--- src/hw/pmac_consts.vh ---
// Purpose: Shared constants for the MAC-facing data port
// Assumes: Included by bare name from the design files
// Notes:   Link clock half periods are counts of clk_sys cycles
`ifndef PMAC_CONSTS_VH
`define PMAC_CONSTS_VH

// ****************************************
// Interface modes and link speeds
// ****************************************
`define PMAC_MODE_GMII   2'h0
`define PMAC_MODE_MII    2'h1
`define PMAC_MODE_RGMII  2'h2
`define PMAC_SPD_10      2'h0
`define PMAC_SPD_100     2'h1
`define PMAC_SPD_1000    2'h2

// ****************************************
// Link clock half periods in clk_sys cycles
// ****************************************
`define PMAC_HALF_1000   8'h04
`define PMAC_HALF_100    8'h14
`define PMAC_HALF_10     8'hC8

// ****************************************
// Line codes and synchroniser layout
// ****************************************
`define PMAC_LPI_CODE    8'h01
`define PMAC_SYNC_W      13
`define PMAC_SB_EN       8
`define PMAC_SB_ER       9
`define PMAC_SB_CTL      10
`define PMAC_SB_GTX      11
`define PMAC_SB_TXC      12

`endif

--- src/hw/pmac_port.v ---
// Purpose: PHY-side data port toward an Ethernet MAC (GMII, MII, RGMII)
// Assumes: Link clocks are far slower than clk_sys; core side on clk_sys
// Notes:   Receive clocks are made here by a divider of clk_sys
// Operation
// - MII: transmit bits 7-4 ignored, pulled down
// - RGMII: transmit bits 7-4 ignored, pulled down
// - Transmit data accepted only with enable high
// - Transmit error marks bytes as errored
// - Error outside frame with the idle code byte requests low power idle
// - RGMII: separate transmit error ignored, pulled down
// - GMII uses MAC clock; MII pulls it down
// - MII: device drives transmit clock
// - GMII/MII: collision shown in half duplex
// - GMII/MII: carrier sense shown while carrier present
// - MII: receive bits 7-4 held low
// - Receive valid exactly while data presented
// - Receive error flags errored frame data
// - Receive error outside frame signals partner idle
// - RGMII: decode enable and error from control
// - RGMII: capture transmit data with MAC clock
// - RGMII: encode valid and error on control
// - RGMII: device drives receive clock per speed
`timescale 1ns/1ps
`default_nettype none
`include "pmac_consts.vh"

module pmac_port (
  input  wire       clk_sys,     // System clock, 20 MHz
  input  wire       rstn,        // Synchronous reset, active low
  input  wire [1:0] mode_sel,    // Interface mode
  input  wire [1:0] speed_sel,   // Link speed
  input  wire       full_duplex, // Duplex of the link
  input  wire       link_up,     // Link status
  input  wire [7:0] txd,         // Transmit data pins
  input  wire       tx_en,       // Transmit enable pin
  input  wire       tx_er,       // Transmit error pin
  input  wire       gtx_clk,     // Gigabit transmit clock pin
  input  wire       tx_ctl,      // RGMII transmit control pin
  input  wire       txc,         // RGMII transmit clock pin
  output wire       tx_clk,      // MII transmit clock pin
  output wire       txd_hi_pd,   // Pull-down on transmit bits 7-4
  output wire       tx_er_pd,    // Pull-down on transmit error
  output wire       gtx_clk_pd,  // Pull-down on gigabit clock
  output wire [7:0] rxd,         // Receive data pins
  output wire       rx_dv,       // Receive data valid pin
  output wire       rx_er,       // Receive error pin
  output wire       rx_ctl,      // RGMII receive control pin
  output wire       rx_clk,      // GMII/MII receive clock pin
  output wire       rxc,         // RGMII receive clock pin
  output wire       col,         // Collision pin
  output wire       crs,         // Carrier sense pin
  output wire [7:0] tx_data,     // Byte received from the MAC
  output wire       tx_valid,    // Byte strobe, one cycle
  output wire       tx_err,      // Byte carries an error
  output wire       tx_lpi,      // MAC requests low power idle
  input  wire [7:0] rx_data,     // Byte to send to the MAC
  input  wire       rx_valid,    // Byte offered
  input  wire       rx_err,      // Offered byte is errored
  input  wire       rx_lpi,      // Link partner in low power idle
  output wire       rx_ready,    // Byte taken this cycle
  input  wire       carrier,     // Carrier on the medium
  input  wire       collision    // Collision on the medium
);

  // ****************************************
  // Helper functions
  // ****************************************
  // Low power idle code: enable low, error high, code byte
  function is_lpi;
    input       en;
    input       er;
    input [7:0] d;
    begin
      is_lpi = !en && er && (d == `PMAC_LPI_CODE);
    end
  endfunction

  // Half period of the link clock for a speed
  function [7:0] half_of;
    input [1:0] spd;
    begin
      case (spd)
        `PMAC_SPD_1000: half_of = `PMAC_HALF_1000;
        `PMAC_SPD_100:  half_of = `PMAC_HALF_100;
        default:        half_of = `PMAC_HALF_10;
      endcase
    end
  endfunction

  // ****************************************
  // Declarations
  // ****************************************
  wire [`PMAC_SYNC_W-1:0] s_vec;
  wire [7:0]              s_txd;
  wire                    s_en;
  wire                    s_er;
  wire                    s_ctl;
  wire                    s_gtx;
  wire                    s_txc;
  wire                    m_gmii;
  wire                    m_mii;
  wire                    m_rgmii;
  wire [7:0]              txd_eff;
  wire                    er_eff;
  wire                    gtx_rise;
  wire                    txc_rise;
  wire                    txc_fall;
  wire [7:0]              half;
  wire                    wrap;
  wire                    clk_rise_evt;
  wire                    clk_fall_evt;
  wire                    clk_next;
  wire                    take_evt;
  wire [3:0]              status_nib;
  reg                     gtx_prev_q;
  reg                     txc_prev_q;
  reg  [7:0]              tx_data_q;
  reg                     tx_valid_q;
  reg                     tx_err_q;
  reg                     tx_lpi_q;
  reg  [3:0]              nib_q;
  reg                     nib_have_q;
  reg                     nib_err_q;
  reg  [3:0]              rg_lo_q;
  reg                     rg_en_q;
  reg  [7:0]              cnt_q;
  reg                     clk_q;
  reg                     tx_clk_q;
  reg                     rx_clk_q;
  reg                     rxc_q;
  reg  [7:0]              rxd_q;
  reg                     rx_dv_q;
  reg                     rx_er_q;
  reg                     rx_ctl_q;
  reg  [7:0]              hold_q;
  reg                     herr_q;
  reg                     phase_q;
  reg                     rg_dv_q;
  reg                     rg_er_q;
  reg                     col_q;
  reg                     crs_q;
  reg                     txd_hi_pd_q;
  reg                     tx_er_pd_q;
  reg                     gtx_clk_pd_q;

  // ****************************************
  // Pin synchronisation
  // ****************************************
  pmac_sync #(
    .WIDTH (`PMAC_SYNC_W)
  ) u_sync (
    .clk_sys  (clk_sys),
    .rstn     (rstn),
    .async_in ({txc, gtx_clk, tx_ctl, tx_er, tx_en, txd}),
    .sync_out (s_vec)
  );

  // Field split and mode decode
  assign s_txd   = s_vec[7:0];
  assign s_en    = s_vec[`PMAC_SB_EN];
  assign s_er    = s_vec[`PMAC_SB_ER];
  assign s_ctl   = s_vec[`PMAC_SB_CTL];
  assign s_gtx   = s_vec[`PMAC_SB_GTX];
  assign s_txc   = s_vec[`PMAC_SB_TXC];
  assign m_gmii  = (mode_sel == `PMAC_MODE_GMII);
  assign m_mii   = (mode_sel == `PMAC_MODE_MII);
  assign m_rgmii = (mode_sel == `PMAC_MODE_RGMII);

  // Unused upper bits and error pin masked per mode
  assign txd_eff = m_gmii ? s_txd : {4'h0, s_txd[3:0]};
  assign er_eff  = m_rgmii ? 1'b0 : s_er;

  // Edges of the MAC-made clocks
  assign gtx_rise = s_gtx && !gtx_prev_q;
  assign txc_rise = s_txc && !txc_prev_q;
  assign txc_fall = !s_txc && txc_prev_q;

  // ****************************************
  // Link clock divider
  // ****************************************
  assign half         = half_of(speed_sel);
  assign wrap         = (cnt_q >= (half - 8'h01));
  assign clk_rise_evt = wrap && !clk_q;
  assign clk_fall_evt = wrap && clk_q;
  assign clk_next     = wrap ? !clk_q : clk_q;

  // Divider and mode-gated clock outputs
  always @(posedge clk_sys)
  begin
    if (!rstn)
    begin
      cnt_q    <= 8'h00;
      clk_q    <= 1'b0;
      tx_clk_q <= 1'b0;
      rx_clk_q <= 1'b0;
      rxc_q    <= 1'b0;
    end
    else
    begin
      cnt_q    <= wrap ? 8'h00 : cnt_q + 8'h01;
      clk_q    <= clk_next;
      tx_clk_q <= m_mii && clk_next;
      rx_clk_q <= (m_gmii || m_mii) && clk_next;
      rxc_q    <= m_rgmii && clk_next;
    end
  end

  // ****************************************
  // Transmit path
  // ****************************************
  always @(posedge clk_sys)
  begin
    if (!rstn)
    begin
      gtx_prev_q <= 1'b0;
      txc_prev_q <= 1'b0;
      tx_data_q  <= 8'h00;
      tx_valid_q <= 1'b0;
      tx_err_q   <= 1'b0;
      tx_lpi_q   <= 1'b0;
      nib_q      <= 4'h0;
      nib_have_q <= 1'b0;
      nib_err_q  <= 1'b0;
      rg_lo_q    <= 4'h0;
      rg_en_q    <= 1'b0;
    end
    else
    begin
      gtx_prev_q <= s_gtx;
      txc_prev_q <= s_txc;
      tx_valid_q <= 1'b0;
      case (mode_sel)
        `PMAC_MODE_GMII:
        begin
          // Byte per rising edge of the MAC clock
          if (gtx_rise)
          begin
            if (s_en)
            begin
              tx_data_q  <= txd_eff;
              tx_valid_q <= 1'b1;
              tx_err_q   <= er_eff;
              tx_lpi_q   <= 1'b0;
            end
            else
            begin
              tx_lpi_q <= is_lpi(1'b0, er_eff, txd_eff);
            end
          end
        end
        `PMAC_MODE_MII:
        begin
          // Nibbles on own transmit clock, low nibble first
          if (clk_rise_evt)
          begin
            if (s_en)
            begin
              tx_lpi_q <= 1'b0;
              if (!nib_have_q)
              begin
                nib_q      <= txd_eff[3:0];
                nib_have_q <= 1'b1;
                nib_err_q  <= er_eff;
              end
              else
              begin
                tx_data_q  <= {txd_eff[3:0], nib_q};
                tx_valid_q <= 1'b1;
                tx_err_q   <= nib_err_q || er_eff;
                nib_have_q <= 1'b0;
              end
            end
            else
            begin
              nib_have_q <= 1'b0;
              tx_lpi_q   <= is_lpi(1'b0, er_eff, txd_eff);
            end
          end
        end
        `PMAC_MODE_RGMII:
        begin
          // Low nibble and enable on the rising edge
          if (txc_rise)
          begin
            rg_lo_q <= txd_eff[3:0];
            rg_en_q <= s_ctl;
          end
          // High nibble and enable xor error on the falling edge
          if (txc_fall)
          begin
            if (rg_en_q)
            begin
              tx_data_q  <= {txd_eff[3:0], rg_lo_q};
              tx_valid_q <= 1'b1;
              tx_err_q   <= rg_en_q ^ s_ctl;
              tx_lpi_q   <= 1'b0;
            end
            else
            begin
              tx_lpi_q <= is_lpi(1'b0, s_ctl, {txd_eff[3:0], rg_lo_q});
            end
          end
        end
        default:
        begin
          nib_have_q <= 1'b0;
          tx_lpi_q   <= 1'b0;
        end
      endcase
    end
  end

  // ****************************************
  // Receive path
  // ****************************************
  assign status_nib = {full_duplex, speed_sel, link_up};
  assign take_evt   = (m_gmii && clk_fall_evt) ||
                      (m_mii && clk_fall_evt && !phase_q) ||
                      (m_rgmii && clk_rise_evt);
  assign rx_ready   = take_evt;

  // Receive outputs updated on link clock moments
  always @(posedge clk_sys)
  begin
    if (!rstn)
    begin
      rxd_q    <= 8'h00;
      rx_dv_q  <= 1'b0;
      rx_er_q  <= 1'b0;
      rx_ctl_q <= 1'b0;
      hold_q   <= 8'h00;
      herr_q   <= 1'b0;
      phase_q  <= 1'b0;
      rg_dv_q  <= 1'b0;
      rg_er_q  <= 1'b0;
    end
    else
    begin
      case (mode_sel)
        `PMAC_MODE_GMII:
        begin
          rx_ctl_q <= 1'b0;
          if (clk_fall_evt)
          begin
            if (rx_valid)
            begin
              rxd_q   <= rx_data;
              rx_dv_q <= 1'b1;
              rx_er_q <= rx_err;
            end
            else
            begin
              rxd_q   <= rx_lpi ? `PMAC_LPI_CODE : 8'h00;
              rx_dv_q <= 1'b0;
              rx_er_q <= rx_lpi;
            end
          end
        end
        `PMAC_MODE_MII:
        begin
          rx_ctl_q <= 1'b0;
          if (clk_fall_evt)
          begin
            if (phase_q)
            begin
              rxd_q   <= {4'h0, hold_q[7:4]};
              rx_er_q <= herr_q;
              phase_q <= 1'b0;
            end
            else if (rx_valid)
            begin
              rxd_q   <= {4'h0, rx_data[3:0]};
              rx_dv_q <= 1'b1;
              rx_er_q <= rx_err;
              hold_q  <= rx_data;
              herr_q  <= rx_err;
              phase_q <= 1'b1;
            end
            else
            begin
              rxd_q   <= rx_lpi ? (`PMAC_LPI_CODE & 8'h0F) : 8'h00;
              rx_dv_q <= 1'b0;
              rx_er_q <= rx_lpi;
            end
          end
        end
        `PMAC_MODE_RGMII:
        begin
          rx_dv_q <= 1'b0;
          rx_er_q <= 1'b0;
          // Rising edge: low nibble, control carries valid
          if (clk_rise_evt)
          begin
            if (rx_valid)
            begin
              rxd_q    <= {4'h0, rx_data[3:0]};
              rx_ctl_q <= 1'b1;
              hold_q   <= rx_data;
              rg_dv_q  <= 1'b1;
              rg_er_q  <= rx_err;
            end
            else if (rx_lpi)
            begin
              rxd_q    <= `PMAC_LPI_CODE & 8'h0F;
              rx_ctl_q <= 1'b0;
              hold_q   <= `PMAC_LPI_CODE;
              rg_dv_q  <= 1'b0;
              rg_er_q  <= 1'b1;
            end
            else
            begin
              rxd_q    <= {4'h0, status_nib};
              rx_ctl_q <= 1'b0;
              hold_q   <= {status_nib, status_nib};
              rg_dv_q  <= 1'b0;
              rg_er_q  <= 1'b0;
            end
          end
          // Falling edge: high nibble, control carries valid xor error
          if (clk_fall_evt)
          begin
            rxd_q    <= {4'h0, hold_q[7:4]};
            rx_ctl_q <= rg_dv_q ^ rg_er_q;
          end
        end
        default:
        begin
          rxd_q    <= 8'h00;
          rx_dv_q  <= 1'b0;
          rx_er_q  <= 1'b0;
          rx_ctl_q <= 1'b0;
          phase_q  <= 1'b0;
        end
      endcase
    end
  end

  // ****************************************
  // Half duplex indications and pull-downs
  // ****************************************
  always @(posedge clk_sys)
  begin
    if (!rstn)
    begin
      col_q        <= 1'b0;
      crs_q        <= 1'b0;
      txd_hi_pd_q  <= 1'b0;
      tx_er_pd_q   <= 1'b0;
      gtx_clk_pd_q <= 1'b0;
    end
    else
    begin
      col_q        <= !m_rgmii && collision && !full_duplex;
      crs_q        <= !m_rgmii && carrier;
      txd_hi_pd_q  <= m_mii || m_rgmii;
      tx_er_pd_q   <= m_rgmii;
      gtx_clk_pd_q <= m_mii;
    end
  end

  // Output wiring
  assign tx_clk     = tx_clk_q;
  assign rx_clk     = rx_clk_q;
  assign rxc        = rxc_q;
  assign rxd        = rxd_q;
  assign rx_dv      = rx_dv_q;
  assign rx_er      = rx_er_q;
  assign rx_ctl     = rx_ctl_q;
  assign col        = col_q;
  assign crs        = crs_q;
  assign txd_hi_pd  = txd_hi_pd_q;
  assign tx_er_pd   = tx_er_pd_q;
  assign gtx_clk_pd = gtx_clk_pd_q;
  assign tx_data    = tx_data_q;
  assign tx_valid   = tx_valid_q;
  assign tx_err     = tx_err_q;
  assign tx_lpi     = tx_lpi_q;

endmodule // pmac_port

`default_nettype wire

--- src/hw/pmac_sync.v ---
// Purpose: Two flip-flop synchroniser for the MAC transmit pins
// Assumes: Inputs are asynchronous to clk_sys
// Notes:   Only the second stage leaves this module
`timescale 1ns/1ps
`default_nettype none

module pmac_sync #(
  parameter WIDTH = 13
) (
  input  wire             clk_sys,  // System clock
  input  wire             rstn,     // Synchronous reset, active low
  input  wire [WIDTH-1:0] async_in, // Pins from the MAC
  output wire [WIDTH-1:0] sync_out  // Synchronised copy
);

  reg [WIDTH-1:0] meta_q;
  reg [WIDTH-1:0] sync_q;

  // ****************************************
  // Two stage capture
  // ****************************************
  always @(posedge clk_sys)
  begin
    if (!rstn)
    begin
      meta_q <= {WIDTH{1'b0}};
      sync_q <= {WIDTH{1'b0}};
    end
    else
    begin
      meta_q <= async_in;
      sync_q <= meta_q;
    end
  end

  assign sync_out = sync_q;

endmodule // pmac_sync

`default_nettype wire

--- config.mk ---
export PLATFORM = sky130hd
export DESIGN_NAME = pmac_port
export DESIGN_NICKNAME = d
export VERILOG_FILES = /design/src/hw/pmac_port.v /design/src/hw/pmac_sync.v
export VERILOG_INCLUDE_DIRS = /design/src /design/src/hw
export SDC_FILE = /design/constraint.sdc
export NUM_CORES = 1
export LEC_CHECK = 0
export BUFFER_PORTS_ARGS = -buffer_cell sky130_fd_sc_hd__buf_2
export CORE_UTILIZATION = 45
export DETAILED_ROUTE_END_ITERATION = 6
export PLACE_DENSITY_LB_ADDON = 0.3
export SETUP_SLACK_MARGIN = 0.5
export SLEW_MARGIN = 25
export SYNTH_ARGS = -nofsm -noshare
export SYNTH_HDL_FRONTEND = slang
export SYNTH_SLANG_ARGS = --single-unit
export TNS_END_PERCENT = 1
--- constraint.sdc ---
create_clock -name clk_sys -period 7.03 [get_ports clk_sys]
set_input_delay 0.3515 -clock clk_sys [delete_from_list [all_inputs] [get_ports clk_sys]]
set_output_delay 0.3515 -clock clk_sys [all_outputs]
set_load 0.03 [all_outputs]
==> results.txt <==
Initial Util -> 47.3%
post-layout net count -> 504
final wirelength -> 8110 um
Iter 0 DRT Violations -> 187
most frequent cells in the layout -> 86 x dfxtp_1, 64 x buf_2, 38 x nor2_1
Routed WL per cell -> 14.5 um
crit path max fanout -> 15
Setup-failing EPs final -> 0
post-synthesis adder-cell area fraction -> 5.40%
Max Cap Viol -> 0
Post-CTS Setup Bufs -> 0
Setup Crit Path Kind -> primary input to primary output
Post-synth ARST share -> 0%
proportion of synthesized area in mux cells -> 4.05%
Clock transition at path regs -> 0.10 ns
Cells on Worst Hold Path -> 2
Reg2Reg Setup Slack -> 4.31 ns
cts repair resizes -> 0
htree depth -> 3
compound-cell area share of the yosys netlist -> 16.2%
global-route wire length before repair -> 13300 um
reg-to-reg startpoint -> cnt_q[7]
clock root cell -> clkbuf_8
largest net degree at the start of global routing -> 38
Die ar. -> 0.00861 sq mm
clock buffer depth -> 2
Boundary Pins -> 65
Hold Path Origin -> txc
fmax -> 0.310 GHz
register area -> 0.00172 sq mm
core area -> 0.00785 sq mm
ANT nets after route -> 0
main combinational cell family by area after synthesis -> simple AND/OR/NAND/NOR gates
drt via density -> 5.37
cell count after synthesis -> 403
EDFF count, synth -> 0
Hold EP -> u_sync.meta_q[12]
ys flop type -> dfxtp_1
initial antenna violation count -> 0
First-pass DRT Iterations -> 4
GRT Util Overall -> 19.7%
commonest non-fill, non-tap cell in the layout -> dfxtp_1
CTS Sinks -> 86
Die W -> 92.8 um
Fin Setup TNS -> 0 ns
status -> finished, final reports clean
synth unique cells -> 52
Port Buf Inserts -> 64
Net Count, Synth -> 453
post-DP HPWL -> 5670 um
Synth area leader -> dfxtp_1
via count -> 3012
total congestion overflow -> 0
Die Y-Extent -> 92.8 um
CP endpoint kind -> primary output
CTS tree -> done
Worst-Margin Slew -> 0.911 ns
Worst Path Arrival -> 2.87 ns
n_diodes -> 0
syn_area_per_cell -> 9.21 sq um
register area share after synthesis -> 46.4%
Worst Path Buf+Inv -> 5
Final Power -> 0.000963 W
Hold Path Class -> primary input to flip-flop
Tcrit/Tclk final -> 45.8%
Synth Area in Simple Gates -> 21.6%
DRC -> 0
Startpoint Class -> primary input
CP Cell Sequence -> buf_2 > inv_1 > ha_1 > inv_1 > ha_1 > a211o_1 > a211oi_1 > nor2_1 > ha_1 > inv_1 > o21ai_0 > buf_2
area of the multi-input gates -> 0.00182 sq mm
#FFs+latches synth -> 86
Fillers -> 751
vias in the first global route -> 2839
top cell type's share of synthesized area -> 46.4%
Hold Buf Count CTS -> 0
slowest stage delay, CP -> 0.39 ns
Layout area overhead -> 14.7%
PwrDens -> 226 mW/mm^2
Synth area leaders -> dfxtp_1 46%, and2_1 5.9%, ha_1 5.4%
CTS buffer count -> 9
Slew Limit Fails -> 0
clk_skew -> 0.0113 ns
FF-to-FF End -> hold_q[4]
Slew HR -> 39.3%
critical path's top delay family -> adder cells
LEAKAGE -> 1.88 nW
Max IR drop VDD -> 92.1 uV
clk_lat worst skew -> 0.36 ns
number of hold violations in the final report -> 0
Crit-path slowest cell -> ha_1
GPL Wtd Cong -> 0.875
Reg2Reg Depth -> 9
RSZ-0062 raised after global routing -> false
YS warnings -> 0
post-synthesis xor/xnor area fraction -> 1.89%
Critical Path RT -> 6.68 ns
layout cells sized above 1 -> 18.3%
placement row count -> 32
minimum clock period -> 3.22 ns
Post-Syn Area -> 0.00371 sq mm
-- cell type report --
cell class                      instances  share of cell area (%)
Sequential cell                        86                    40.5
Clock inverter                          7                    1.71
Timing Repair Buffer                   65                    7.71
Inverter                               15                    1.32
Tap cell                              102                    3.00
Clock buffer                            9                    2.91
Multi-Input combinational cell        277                    42.9
-- worst max-delay path by stage --
stage / startpoint / depth (start not counted) / endpoint / slack (ns)
after detailed placement: speed_sel[0] / 13 / hold_q[6] / 3.83
final: speed_sel[0] / 12 / rx_ready / 3.81
after floorplan: speed_sel[0] / 10 / rx_ready / 4.26
after CTS: speed_sel[0] / 12 / rx_ready / 3.87
after global placement: speed_sel[0] / 13 / hold_q[6] / 3.94
after global routing: speed_sel[0] / 12 / rx_ready / 3.66
-- Yosys cell counts (all sizes together) (13+ instances only) --
library cell	n
nand2	24
ha	16
and2	35
o21ai	13
a21oi	22
dfxtp	86
inv	15
nor3	14
nand3	13
clkbuf	18
nor2	38
mux2i	15
-- cell families after synthesis --
group,count (synthesis)
simple gates,154
flops,86
compound gates,83
buf+inv,40
fa+ha+maj,16
mux,15
xor+xnor,8
other cells,1
-- power breakdown --
| part | switching [W] | internal [W] | total (W) | leakage (nW) |
|---|---|---|---|---|
| sequential | 0.00000935 | 0.000504 | 0.000513 | 0.702 |
| combinational | 0.0000670 | 0.0000399 | 0.000107 | 1.08 |
| clock | 0.000202 | 0.000141 | 0.000343 | 0.0992 |
| total | 0.000278 | 0.000685 | 0.000963 | 1.88 |
-- state kept, by name (all words and copies together) (netlist names), 4 cells and up --
signal / flops
cnt_q: 8
hold_q: 4
nib_q: 4
rg_lo_q: 4
rxd: 8
tx_data: 8
u_sync.meta_q: 13
u_sync.sync_out: 13
-- through the flow --
stage | worst slack (ns) | cell area (sq um) | instances | util [%] | hold slack, ns
finish | 3.81 | 4250 | 561 | 54.2 | 0.186
global route | 3.66 | 4250 | 561 | 54.2 | 0.156
CTS | 3.87 | 4250 | 561 | 54.2 | 0.169
detailed placement | 3.83 | 4060 | 545 | 51.7 | 0.417
global placement | 3.94 | 4060 | 545 | 51.7 | 0.417
floorplan | 4.26 | 3710 | 403 | - | 0.412
-- metal layers --
metal / up-vias / global-route usage (%) / share of wire (%)
met5: - / 0 / 0
met4: 0 / 8.72 / 1.9
met3: 13 / 4.68 / 5.9
met2: 106 / 30.0 / 46
met1: 1383 / 26.3 / 47
li1: 1510 / - / -
Power figures use the tool's default switching activity.
